--- src/core/usbis_pkg.sv ---
// Package for the low half of the interrupt status word of the USB core.
// Assumes a 100 MHz core clock; holds bit positions, reset values and times.
package usbis_pkg;
   // Clock rate in MHz
   localparam int CLK_MHZ = 100;
   // Bit positions inside the status word
   localparam int BIT_ROLE = 0;
   localparam int BIT_SOF = 3;
   localparam int BIT_RXP = 4;
   localparam int BIT_NPTX = 5;
   localparam int BIT_INAK = 6;
   localparam int BIT_ONAK = 7;
   localparam int BIT_RSV_LO = 8;
   localparam int BIT_RSV_HI = 9;
   localparam int BIT_EARLY = 10;
   localparam int BIT_SUSP = 11;
   localparam int BIT_BRST = 12;
   // Reset value of the transmit-space flag
   localparam logic NPTX_RST = 1'h1;
   // Line idle time before the early-idle flag, in microseconds
   localparam int EARLY_IDLE_US = 3000;
   // Line idle time before the core is suspended, in microseconds
   localparam int SUSPEND_IDLE_US = 6000;
   // Least single-ended-zero time taken as a bus reset, in nanoseconds
   localparam int BUS_RST_NS = 2500;
   // Cycles of single-ended zero for a bus reset, rounded up
   localparam int BUS_RST_CYC = (BUS_RST_NS * CLK_MHZ + 999) / 1000;
   // Width of the idle counter
   localparam int IDLE_W = 20;
   // Width of the single-ended-zero counter
   localparam int SE0_W = 9;
   // Width of the frame number
   localparam int FRAME_W = 11;
endpackage : usbis_pkg

--- src/core/usbis_sync.sv ---
// Two flip-flop synchroniser for the USB line pins.
// Assumes the pins are asynchronous to core_clk.
`timescale 1ns/1ps
module usbis_sync #(
   parameter int W = 2
) (
   input wire logic core_clk,
   input wire logic rst_n,
   input wire logic [W-1:0] pin_in,
   output logic [W-1:0] pin_sync
);
   // All state of the synchroniser
   typedef struct packed {
      logic [W-1:0] s1;
      logic [W-1:0] s2;
   } usbis_sync_s;
   usbis_sync_s st_r;
   usbis_sync_s st_nxt;

   // Each bit shifts through two stages; only stage two is read
   always_comb begin
      st_nxt = st_r;
      for (int i = 0; i < W; i++) begin
         st_nxt.s1[i] = pin_in[i];
         st_nxt.s2[i] = st_r.s1[i];
      end
   end

   // Registers the state
   always_ff @(posedge core_clk or negedge rst_n) begin
      if (!rst_n) begin
         st_r <= '0;
      end else begin
         st_r <= st_nxt;
      end
   end

   assign pin_sync = st_r.s2;
endmodule : usbis_sync

--- src/core/usbis_core.sv ---
// Low half of the USB core interrupt status word: bits 12 down to 3 and role.
// Assumes line pins are asynchronous; all other inputs come from core_clk logic.
`timescale 1ns/1ps
module usbis_core #(
   parameter int EARLY_CYC = usbis_pkg::EARLY_IDLE_US * usbis_pkg::CLK_MHZ,
   parameter int SUSP_CYC = usbis_pkg::SUSPEND_IDLE_US * usbis_pkg::CLK_MHZ
) (
   input wire logic core_clk,
   input wire logic rst_n,
   // USB line pins, asynchronous
   input wire logic usb_dp,
   input wire logic usb_dm,
   // Operating role and speed
   input wire logic host_role,
   input wire logic fs_mode,
   // Status word access
   input wire logic reg_wr,
   input wire logic [31:0] reg_wdata,
   output logic [31:0] reg_rdata,
   // Mask word, one means unmasked
   input wire logic [31:0] int_mask,
   output logic irq_out,
   // Device control strobes for the global NAKs
   input wire logic set_gout_nak,
   input wire logic clr_gout_nak,
   input wire logic set_gin_nak,
   input wire logic clr_gin_nak,
   input wire logic out_xfer_busy,
   // Endpoint handshake choice
   input wire logic ep_stall,
   input wire logic ep_nak,
   output logic hs_stall,
   output logic hs_nak,
   // Transmit FIFO and request queue state
   input wire logic np_half_empty,
   input wire logic np_empty,
   input wire logic np_lvl_full,
   input wire logic npq_space,
   // Receive FIFO packet count
   input wire logic [7:0] rx_pkt_count,
   // Start-of-frame events
   input wire logic sof_tx,
   input wire logic sof_rx,
   input wire logic [usbis_pkg::FRAME_W-1:0] sof_rx_frame,
   output logic [usbis_pkg::FRAME_W-1:0] frame_num,
   // Suspended state of the core
   output logic suspended
);
   // Synchronised line pins
   logic [1:0] line_s;

   // Pins pass two flops first
   usbis_sync #(.W(2)) u_sync (
      .core_clk(core_clk),
      .rst_n(rst_n),
      .pin_in({usb_dp, usb_dm}),
      .pin_sync(line_s)
   );

   // All state of the block
   typedef struct packed {
      logic [usbis_pkg::IDLE_W-1:0] idle_cnt; // Cycles of J state
      logic [usbis_pkg::SE0_W-1:0] se0_cnt; // Cycles of SE0
      logic brst; // Bus reset flag
      logic susp; // Suspend flag
      logic early; // Early idle flag
      logic sof; // Start of frame flag
      logic onak_req; // OUT NAK requested
      logic onak_eff; // OUT NAK in force
      logic inak_req; // IN NAK requested
      logic inak_eff; // IN NAK in force
      logic nptx; // Transmit space flag
      logic rxp; // Receive pending flag
      logic role; // Current role
      logic irq; // Interrupt request
      logic [31:0] rdata; // Read word
      logic [usbis_pkg::FRAME_W-1:0] frame; // Frame number
      logic suspended; // Suspended state
      logic hs_stall; // Stall handshake chosen
      logic hs_nak; // NAK handshake chosen
   } usbis_state_s;

   usbis_state_s st_r;
   usbis_state_s st_nxt;

   // Line condition decode
   logic line_j;
   logic line_se0;
   // Hardware set events
   logic ev_brst;
   logic ev_susp;
   logic ev_early;
   logic ev_sof;
   // Software clear strobes
   logic clr_brst;
   logic clr_susp;
   logic clr_early;
   logic clr_sof;
   // Status word as it stands now
   logic [31:0] stat_now;

   // Line decode and events
   always_comb begin
      line_j = line_s[1] & ~line_s[0];
      line_se0 = ~line_s[1] & ~line_s[0];
      // Device-only events held off in host role
      ev_brst = !host_role && line_se0 &&
                (st_r.se0_cnt == usbis_pkg::SE0_W'(usbis_pkg::BUS_RST_CYC - 1));
      ev_early = !host_role && line_j &&
                 (st_r.idle_cnt == usbis_pkg::IDLE_W'(EARLY_CYC - 1));
      ev_susp = !host_role && line_j &&
                (st_r.idle_cnt == usbis_pkg::IDLE_W'(SUSP_CYC - 1));
      // SOF only counted at full speed
      ev_sof = fs_mode && (host_role ? sof_tx : sof_rx);
      clr_brst = reg_wr && reg_wdata[usbis_pkg::BIT_BRST];
      clr_susp = reg_wr && reg_wdata[usbis_pkg::BIT_SUSP];
      clr_early = reg_wr && reg_wdata[usbis_pkg::BIT_EARLY];
      clr_sof = reg_wr && reg_wdata[usbis_pkg::BIT_SOF];
   end

   // Assembles the status word
   always_comb begin
      stat_now = 32'h0;
      stat_now[usbis_pkg::BIT_BRST] = st_r.brst;
      stat_now[usbis_pkg::BIT_SUSP] = st_r.susp;
      stat_now[usbis_pkg::BIT_EARLY] = st_r.early;
      // Reserved bits stay zero
      stat_now[usbis_pkg::BIT_RSV_HI:usbis_pkg::BIT_RSV_LO] = 2'h0;
      stat_now[usbis_pkg::BIT_ONAK] = st_r.onak_eff;
      stat_now[usbis_pkg::BIT_INAK] = st_r.inak_eff;
      stat_now[usbis_pkg::BIT_NPTX] = st_r.nptx;
      stat_now[usbis_pkg::BIT_RXP] = st_r.rxp;
      stat_now[usbis_pkg::BIT_SOF] = st_r.sof;
      stat_now[usbis_pkg::BIT_ROLE] = st_r.role;
   end

   // Next-state logic
   always_comb begin
      st_nxt = st_r;
      // Idle counter runs while the line sits in J, saturating
      if (!line_j) begin
         st_nxt.idle_cnt = '0;
      end else if (st_r.idle_cnt != '1) begin
         st_nxt.idle_cnt = st_r.idle_cnt + 1'h1;
      end
      // SE0 counter runs while both lines are low, saturating
      if (!line_se0) begin
         st_nxt.se0_cnt = '0;
      end else if (st_r.se0_cnt != '1) begin
         st_nxt.se0_cnt = st_r.se0_cnt + 1'h1;
      end
      // Sticky flags: a set in the clear cycle wins
      st_nxt.brst = ev_brst | (st_r.brst & ~clr_brst);
      st_nxt.susp = ev_susp | (st_r.susp & ~clr_susp);
      st_nxt.early = ev_early | (st_r.early & ~clr_early);
      st_nxt.sof = ev_sof | (st_r.sof & ~clr_sof);
      // Frame number follows each SOF received in device role
      if (!host_role && sof_rx) begin
         st_nxt.frame = sof_rx_frame;
      end
      // Suspended after long idle, left on any activity
      if (!line_j) begin
         st_nxt.suspended = 1'h0;
      end else if (ev_susp) begin
         st_nxt.suspended = 1'h1;
      end
      // OUT NAK request, then in force once no OUT transfer runs
      if (clr_gout_nak) begin
         st_nxt.onak_req = 1'h0;
         st_nxt.onak_eff = 1'h0;
      end else begin
         if (set_gout_nak && !host_role) begin
            st_nxt.onak_req = 1'h1;
         end
         if (st_r.onak_req && !out_xfer_busy) begin
            st_nxt.onak_eff = 1'h1;
         end
      end
      // IN NAK request sampled one cycle later
      if (clr_gin_nak) begin
         st_nxt.inak_req = 1'h0;
         st_nxt.inak_eff = 1'h0;
      end else begin
         if (set_gin_nak && !host_role) begin
            st_nxt.inak_req = 1'h1;
         end
         if (st_r.inak_req) begin
            st_nxt.inak_eff = 1'h1;
         end
      end
      // Stall takes precedence over any NAK
      st_nxt.hs_stall = ep_stall;
      st_nxt.hs_nak = !ep_stall && (ep_nak || st_r.inak_eff);
      // Transmit space: level picks threshold, queue must have room
      st_nxt.nptx = (np_lvl_full ? np_empty : np_half_empty) && npq_space;
      // Receive pending while any packet waits
      st_nxt.rxp = (rx_pkt_count != 8'h0);
      st_nxt.role = host_role;
      // Request from unmasked flags; mask leaves flags alone
      st_nxt.irq = |(stat_now & int_mask & ~32'h1);
      st_nxt.rdata = stat_now;
   end

   // Registers the state
   always_ff @(posedge core_clk or negedge rst_n) begin
      if (!rst_n) begin
         st_r <= '0;
         st_r.nptx <= usbis_pkg::NPTX_RST;
      end else begin
         st_r <= st_nxt;
      end
   end

   // Outputs straight from flops
   assign reg_rdata = st_r.rdata;
   assign irq_out = st_r.irq;
   assign hs_stall = st_r.hs_stall;
   assign hs_nak = st_r.hs_nak;
   assign frame_num = st_r.frame;
   assign suspended = st_r.suspended;
endmodule : usbis_core

--- config.mk ---
export PLATFORM = sky130hd
export DESIGN_NAME = usbis_core
export DESIGN_NICKNAME = d
export VERILOG_FILES = /design/src/core/usbis_pkg.sv /design/src/core/usbis_sync.sv /design/src/core/usbis_core.sv
export SDC_FILE = /design/constraint.sdc
export NUM_CORES = 1
export LEC_CHECK = 0
export BUFFER_PORTS_ARGS = -buffer_cell sky130_fd_sc_hd__buf_2
export CORE_UTILIZATION = 51
export DETAILED_ROUTE_END_ITERATION = 10
export HOLD_SLACK_MARGIN = 0.03
export PLACE_DENSITY = 0.87
export SKIP_LAST_GASP = 1
export SLEW_MARGIN = 25
export SYNTH_ARGS = -nofsm -noshare
export SYNTH_HDL_FRONTEND = slang
export SYNTH_SLANG_ARGS = --single-unit
export TNS_END_PERCENT = 100
--- constraint.sdc ---
create_clock -name core_clk -period 3.52 [get_ports core_clk]
set_input_delay 0.176 -clock core_clk [delete_from_list [all_inputs] [get_ports core_clk]]
set_output_delay 0.176 -clock core_clk [all_outputs]
set_load 0.005 [all_outputs]
==> results.sh, run 1 <==
export IMPL_status="finished, final reports clean"
export IMPL_start_util=0.526
export IMPL_netlist_area_leader_share=0.502
export IMPL_die_y_um=82.9
export IMPL_syn_area_per_cell_um2=10.3
export IMPL_dr_pass1_iters=4
export IMPL_hold_buffers=10
export IMPL_final_nets=495
export IMPL_finalSetupViolCount=0
export IMPL_place_port_buffers=74
export IMPL_number_of_inserted_diodes=0
export IMPL_route_detailed_drc=0
export IMPL_track_usage=0.203
export IMPL_top_level_port_count=150
export IMPL_clock_latency_on_the_worst_skew_pair_ns=0.35
export IMPL_synthDominantAreaCellType="dfrtp_1"
export IMPL_vias_in_the_first_global_route=2536
export IMPL_chipWidth_um=82.9
export IMPL_yosysMostFrequentCell="dfrtp_1"
export IMPL_pin_count_of_the_biggest_net_entering_global_routing=44
export IMPL_wirelength_mm=6.34
export IMPL_rsz0062_at_grt="no"
export IMPL_drt_wirelength_per_cell_um=13.5
export IMPL_synth_enable_flop_cells=0
export IMPL_timing_critical_path_fanout_max=7
export IMPL_timing_final_crit_share=0.605
export IMPL_slew_of_the_pin_with_the_lowest_slew_margin_ns=0.970
export IMPL_std_cell_rows=29
export IMPL_number_of_antenna_violations_at_the_first_check_in_global_routing=0
export IMPL_crit_path_start_kind="flip-flop"
export IMPL_drtIter0Drc=305
export IMPL_critical_path_endpoint_type="flip-flop"
export IMPL_max_clock_freq_mhz=469
export IMPL_setup_tns_ns=0
export IMPL_largest_family_of_logic_cells_by_synthesized_area="simple AND/OR/NAND/NOR gates"
export IMPL_ys_types=48
export IMPL_most_instantiated_cells_after_synthesis="dfrtp_1, buf_4, nand2_1, a21oi_1, nor2_1"
export IMPL_synthTopCellsByArea="dfrtp_1, buf_4, mux2_2"
export IMPL_arrival_time_worst_endpoint_ns=2.38
export IMPL_clock_root_buffer="clkbuf_8"
export IMPL_post_cts_repair_setup_buffers=0
export IMPL_fin_area_um2=3830
export IMPL_floorplan_core_area_um2=6350
export IMPL_cp_data_required_time_ns=3.76
export IMPL_yosys_mux_area_fraction=0.0551
export IMPL_cp_slowest_stage_delay_ns=0.58
export IMPL_setup_ws_ns=1.39
export IMPL_fin_skew_ns=0.00923
export IMPL_criticalPathCategory="reg2reg"
export IMPL_cts_inserted_buffers=9
export IMPL_crit_path_cell_trace="ha_1 -> nand3_1 -> nor3_1 -> buf_4 -> a41oi_1 -> a311oi_1"
export IMPL_netlist_area_um2=3340
export IMPL_detailroute_via_count=2565
export IMPL_slew_headroom=0.352
export IMPL_hold_path_class="in2reg"
export IMPL_synthesized_area_fraction_occupied_by_ao_oa_aoi_and_oai_cells=0.110
export IMPL_critical_path_slowest_cell="nor3_1"
export IMPL_detail_route_vias_per_cell=5.46
export IMPL_power_static_leakage_nw=1.79
export IMPL_cts_sink_count=68
export IMPL_globalplace_congestion=0.956
export IMPL_clock_tree_from_tritoncts="yes"
export IMPL_post_synth_adder_cell_area=0.0150
export IMPL_post_route_cells_drive_above_1_share=0.275
export IMPL_post_route_minimum_period_ns=2.13
export IMPL_cell_area_reported_after_detailed_placement_um2=3530
export IMPL_antenna_left=0
export IMPL_ys_flop_type="dfrtp_1"
export IMPL_seq_cells_post_synth=68
export IMPL_htreeDepth=3
export IMPL_grt_pass1_wl_mm=11.3
export IMPL_design_die_area_um2=6870
export IMPL_synth_simple_gate_area_share=0.178
export IMPL_synth_yosys_warnings=0
export IMPL_synthXorXnorAreaFrac=0.0131
export IMPL_cts_buffer_depth=2
export IMPL_fraction_of_the_yosys_area_taken_by_sequential_cells=0.510
export IMPL_slew_violations=0
export IMPL_grt_overflow_total=0
export IMPL_place_ws_ns=1.44
export IMPL_maximum_vdd_drop_uv=333
export IMPL_clk_transition_reported_paths_ns=0.08
export IMPL_synth_cells=324
export IMPL_final_hold_viol_count=0
export IMPL_detailed_place_hpwl_mm=4.40
export IMPL_synth_async_reset_ratio=1.00
export IMPL_layout_area_overhead_vs_synth_pct=14.7
export IMPL_cts_resized=0
export IMPL_maxCapViolCount=0
export IMPL_p_per_area_nw_per_um2=417
export IMPL_design_power_total_w=0.00159
==> area by class of cell <==
type / instances / area (µm²)
fillers: 485 / 2520
clock buffers: 9 / 124
well taps: 77 / 96.3
multi-input cells: 217 / 1320
clock inverters: 7 / 67.6
inverters: 5 / 18.8
flip-flops and latches: 68 / 1700
repair buffers: 87 / 495
==> cells in the final DEF, fill, tap and decap left out, drive strengths merged, types with 5 or more instances in the layout <==
| cell type | netlist | routed |
|---|---|---|
| nor3 | 8 | 8 |
| inv | 5 | 5 |
| o21ai | 11 | 11 |
| nand3 | 12 | 12 |
| conb | 1 | 23 |
| clkinv | 0 | 6 |
| buf | 46 | 77 |
| mux2i | 6 | 6 |
| a21oi | 21 | 21 |
| dfrtp | 67 | 67 |
| mux2 | 11 | 11 |
| nand2 | 22 | 22 |
| dlygate4sd3 | 0 | 10 |
| nand2b | 6 | 6 |
| or3 | 8 | 8 |
| nor2 | 21 | 21 |
| nand4 | 10 | 10 |
| clkbuf | 10 | 9 |
==> kinds of logic after synthesis <==
family	count (synthesis)
simple gates	111
compound gates	57
xor+xnor	5
other cells	1
mux	17
buf+inv	61
fa+ha+maj	4
flops	68
==> path summary, 6_finish.rpt <==
| kind | start | end | slack (ns) | depth (start not counted) |
|---|---|---|---|---|
| setup / recovery | st_r[67]$_DFFE_PN0P_ | st_r[83]$_DFFE_PN0P_ | 1.39 | 6 |
| hold / removal | ep_nak | hs_nak$_DFF_PN0_ | 0.05 | 3 |
| setup reg to reg | st_r[67]$_DFFE_PN0P_ | st_r[83]$_DFFE_PN0P_ | 1.39 | 6 |
| hold reg to reg | u_sync.st_nxt[1]$_DFF_PN0_ | u_sync.pin_sync[1]$_DFF_PN0_ | 0.35 | 0 |
| max in group asynchronous | rst_n | st_nxt[19]$_DFF_PN1_ | 2.40 | 3 |
| min in group asynchronous | rst_n | hs_stall$_DFF_PN0_ | 0.35 | 2 |
==> flip-flops by register name, summed over array words and instances, names as in the netlist <==
| name | cells |
|---|---|
| st_r | 31 |
| frame_num | 11 |
| reg_rdata | 9 |
| st_nxt | 9 |
| u_sync.pin_sync | 2 |
| u_sync.st_nxt | 2 |
| hs_nak | 1 |
| hs_stall | 1 |
| irq_out | 1 |
| suspended | 1 |
==> metrics by stage <==
| stage | hold slack [ns] | std cells | util |
|---|---|---|---|
| floorplan | -0.120 | 346 | - |
| global placement | 0.288 | 444 | 0.557 |
| detailed placement | 0.286 | 444 | 0.557 |
| CTS | 0.0365 | 470 | 0.603 |
| global route | 0.0523 | 470 | 0.603 |
| finish | 0.0477 | 470 | 0.603 |
==> routing by layer <==
metal / up-vias / routed length, µm / global-route usage
li1: 1223 / - / -
met1: 1221 / 2620 / 0.248
met2: 112 / 3190 / 0.341
met3: 9 / 416 / 0.0537
met4: 0 / 117 / 0.0878
met5: - / 0 / 0
==> worst max-delay path, delay by kind of cell, from the launching register on <==
kind                       cells  cell delay (ns)
adders and majority gates      1             0.26
and+or+nand+nor                2             0.73
buffers and inverters          1             0.27
DFF                            1             0.39
AOI/OAI and AO/OA              2             0.38
==> where the power goes <==
part           leakage [nW]  switching (W)  internal (W)
logic                 0.810      0.0000691     0.0000712
registers             0.879      0.0000168      0.000817
clock network         0.103       0.000297      0.000324
No activity file was read; power rests on OpenSTA's default activity.
==> run 2, diff against run 1 <==
--- a/config.mk
+++ b/config.mk
@@ -6,10 +6,10 @@
 export NUM_CORES = 1
 export LEC_CHECK = 0
 export BUFFER_PORTS_ARGS = -buffer_cell sky130_fd_sc_hd__buf_2
-export CORE_UTILIZATION = 51
+export CORE_UTILIZATION = 43
 export DETAILED_ROUTE_END_ITERATION = 10
 export HOLD_SLACK_MARGIN = 0.03
-export PLACE_DENSITY = 0.87
+export PLACE_DENSITY = 0.78
 export SKIP_LAST_GASP = 1
 export SLEW_MARGIN = 25
 export SYNTH_ARGS = -nofsm -noshare
==> constraint.sdc (replaced) <==
create_clock -name core_clk -period 1.8 [get_ports core_clk]
set_input_delay 0.09 -clock core_clk [delete_from_list [all_inputs] [get_ports core_clk]]
set_output_delay 0.09 -clock core_clk [all_outputs]
set_load 0.005 [all_outputs]
==> run 2 against run 1 <==
- worst hold slack worse by 0.0010 ns
- largest power group unchanged
- highest routed layer unchanged
- cell count up 16%
- die area up 18%
- cell area up 15%
- fmax up 13%
- via count up 11%
- the run now ends with negative setup slack left
- total power up 120%
- combinational power up 150%
- sequential share of layout area down 5.8 points
- worst setup slack worse by 1.5 ns
- first-iteration DRC count down 31%
- non-clock buffer count up 53
==> results.sh, run 2 (synthesized netlist as in run 1, its figures left out) <==
export IMPL_status="finished, violations left"
export IMPL_violations_in_the_final_reports="negative setup slack"
export IMPL_number_of_inserted_diodes=0
export IMPL_cts_sink_count=68
export IMPL_worstHoldStart="int_mask[4]"
export IMPL_post_route_minimum_period_ns=1.88
export IMPL_rsz0062_at_grt="yes"
export IMPL_slew_of_the_pin_with_the_lowest_slew_margin_ns=0.619
export IMPL_crit_path_cell_trace="nand4_1 -> inv_1 -> and4_1 -> ha_2 -> nand4b_1 -> or3_1 -> a21oi_1"
export IMPL_die_y_um=90.1
export IMPL_cts_inserted_buffers=9
export IMPL_place_ws_ns=-0.0154
export IMPL_timing_critical_path_max_delay_family="simple AND/OR/NAND/NOR gates"
export IMPL_fin_area_um2=4410
export IMPL_power_static_leakage_nw=2.06
export IMPL_chipWidth_um=90.1
export IMPL_r2r_end="st_r[65]$_DFFE_PN0P_"
export IMPL_setup_ws_ns=-0.0839
export IMPL_track_usage=0.201
export IMPL_layout_area_overhead_vs_synth_pct=32.2
export IMPL_drtIter0Drc=210
export IMPL_cell_area_reported_after_detailed_placement_um2=3760
export IMPL_htreeDepth=3
export IMPL_final_nets=548
export IMPL_top_register="st_r"
export IMPL_r2r_start="st_r[64]$_DFFE_PN0P_"
export IMPL_fin_skew_ns=0.00909
export IMPL_start_util=0.453
export IMPL_grt_overflow_total=0
export IMPL_post_route_cells_drive_above_1_share=0.316
export IMPL_critical_path_slowest_cell="or3_1"
export IMPL_slew_violations=0
export IMPL_max_clock_freq_mhz=531
export IMPL_vias_in_the_first_global_route=2800
export IMPL_grt_pass1_wl_mm=13.0
export IMPL_commonest_non_fill_non_tap_cell_in_the_layout="buf_2"
export IMPL_finalSetupViolCount=2
export IMPL_timing_critical_path_buf_inv=1
export IMPL_pin_count_of_the_biggest_net_entering_global_routing=30
export IMPL_critical_path_endpoint_type="flip-flop"
export IMPL_design_die_area_um2=8120
export IMPL_p_per_area_nw_per_um2=791
export IMPL_largest_reg_flops=31
export IMPL_route_detailed_drc=0
export IMPL_slew_headroom=0.588
export IMPL_floorplan_core_area_um2=7370
export IMPL_dr_pass1_iters=4
export IMPL_timing_hold_worst_path_depth=3
export IMPL_maxCapViolCount=0
export IMPL_cp_slowest_stage_delay_ns=0.43
export IMPL_cts_buffer_depth=2
export IMPL_ff2ff_path_depth=7
export IMPL_post_route_util=0.599
export IMPL_numPlacedInstances=490
export IMPL_hold_path_class="in2reg"
export IMPL_wirelength_mm=8.23
export IMPL_top_level_port_count=150
export IMPL_cp_data_required_time_ns=2.05
export IMPL_most_common_layout_cells="buf_2, dfrtp_1, dlygate4sd3_1"
export IMPL_drt_wirelength_per_cell_um=15.1
export IMPL_number_of_antenna_violations_at_the_first_check_in_global_routing=0
export IMPL_timing_final_crit_share=1.05
export IMPL_antenna_left=0
export IMPL_crit_path_start_kind="flip-flop"
export IMPL_setup_tns_ns=-0.161
export IMPL_clock_tree_from_tritoncts="yes"
export IMPL_std_cell_rows=31
export IMPL_clock_root_buffer="clkbuf_8"
export IMPL_criticalPathCategory="reg2reg"
export IMPL_timing_critical_path_fanout_max=4
export IMPL_worst_r2r_setup_slack_ns=-0.08
export IMPL_final_hold_viol_count=0
export IMPL_detail_route_vias_per_cell=5.21
export IMPL_clk_transition_reported_paths_ns=0.07
export IMPL_clock_latency_on_the_worst_skew_pair_ns=0.34
export IMPL_maximum_vdd_drop_uv=346
export IMPL_worst_setup_path_startpoint="st_r[64]$_DFFE_PN0P_"
export IMPL_instances_no_fill=545
export IMPL_place_port_buffers=74
export IMPL_arrival_time_worst_endpoint_ns=2.14
export IMPL_detailed_place_hpwl_mm=4.99
export IMPL_detailroute_via_count=2837
export IMPL_globalplace_congestion=0.865
export IMPL_hold_path_endpoint="irq_out$_DFF_PN0_"
==> run 2: cell count changes in the layout (fill, tap and decap cells not counted), sizes merged <==
cell         previous run  this run
buf                    77       104
dlygate4sd3            10        36
clkinv                  6         3
bufinv                  1         3
clkbuf                  9        10
==> run 2: area by class of cell <==
cell class | count | area, µm²
fillers | 528 | 2960
flip-flops and latches | 68 | 1700
multi-input cells | 217 | 1360
repair buffers | 140 | 968
clock buffers | 10 | 128
well taps | 99 | 124
clock inverters | 6 | 113
inverters | 5 | 18.8
==> run 2: what timing repair did <==
| item | CTS | global route |
|---|---|---|
| gates resized for setup | 1 | 5 |
| pin swaps | 1 | 3 |
| hold buffers | 35 | 1 |
| setup buffers | 1 | 2 |
| setup endpoints to repair | 3 | 13 |
| hold endpoints to repair | 48 | 1 |
==> run 2: how the worst max path moves through the flow <==
stage / to / slack [ns] / depth (start not counted)
3_3_place_gp: st_r[85]$_DFFE_PN0P_ / 0.05 / 5
2_1_floorplan: st_r[63]$_DFFE_PN0P_ / -0.04 / 7
4_1_cts: st_r[63]$_DFFE_PN0P_ / -0.005 / 7
3_5_place_dp: st_r[63]$_DFFE_PN0P_ / -0.02 / 7
6_report: st_r[65]$_DFFE_PN0P_ / -0.08 / 7
5_1_grt: st_r[63]$_DFFE_PN0P_ / -0.19 / 8
==> run 2: layer usage <==
metal / vias up / wire length (µm) / track usage
met2: 127 / 4350 / 0.359
met4: 0 / 130 / 0.0901
met1: 1370 / 3290 / 0.239
li1: 1328 / - / -
met5: - / 0 / 0
met3: 12 / 455 / 0.0271
==> run 2: worst min-delay path: cells and delay by family <==
family                 cells  cell delay [ns]
AND/OR/NAND/NOR            1             0.09
buffers and inverters      1             0.09
AO/OA/AOI/OAI              1             0.08
==> run 2: where the power goes <==
| group | switching (W) | internal, W |
|---|---|---|
| combinational | 0.000159 | 0.000190 |
| clock | 0.000580 | 0.000923 |
| sequential | 0.0000397 | 0.00160 |
==> run 2: through the flow <==
step | total power (W) | hold slack, ns
finish | 0.00349 | 0.0467
CTS | 0.00349 | 0.0315
global route | 0.00362 | 0.0562
detailed placement | 0.00194 | 0.135
global placement | 0.00192 | 0.127
floorplan | 0.00186 | -0.206
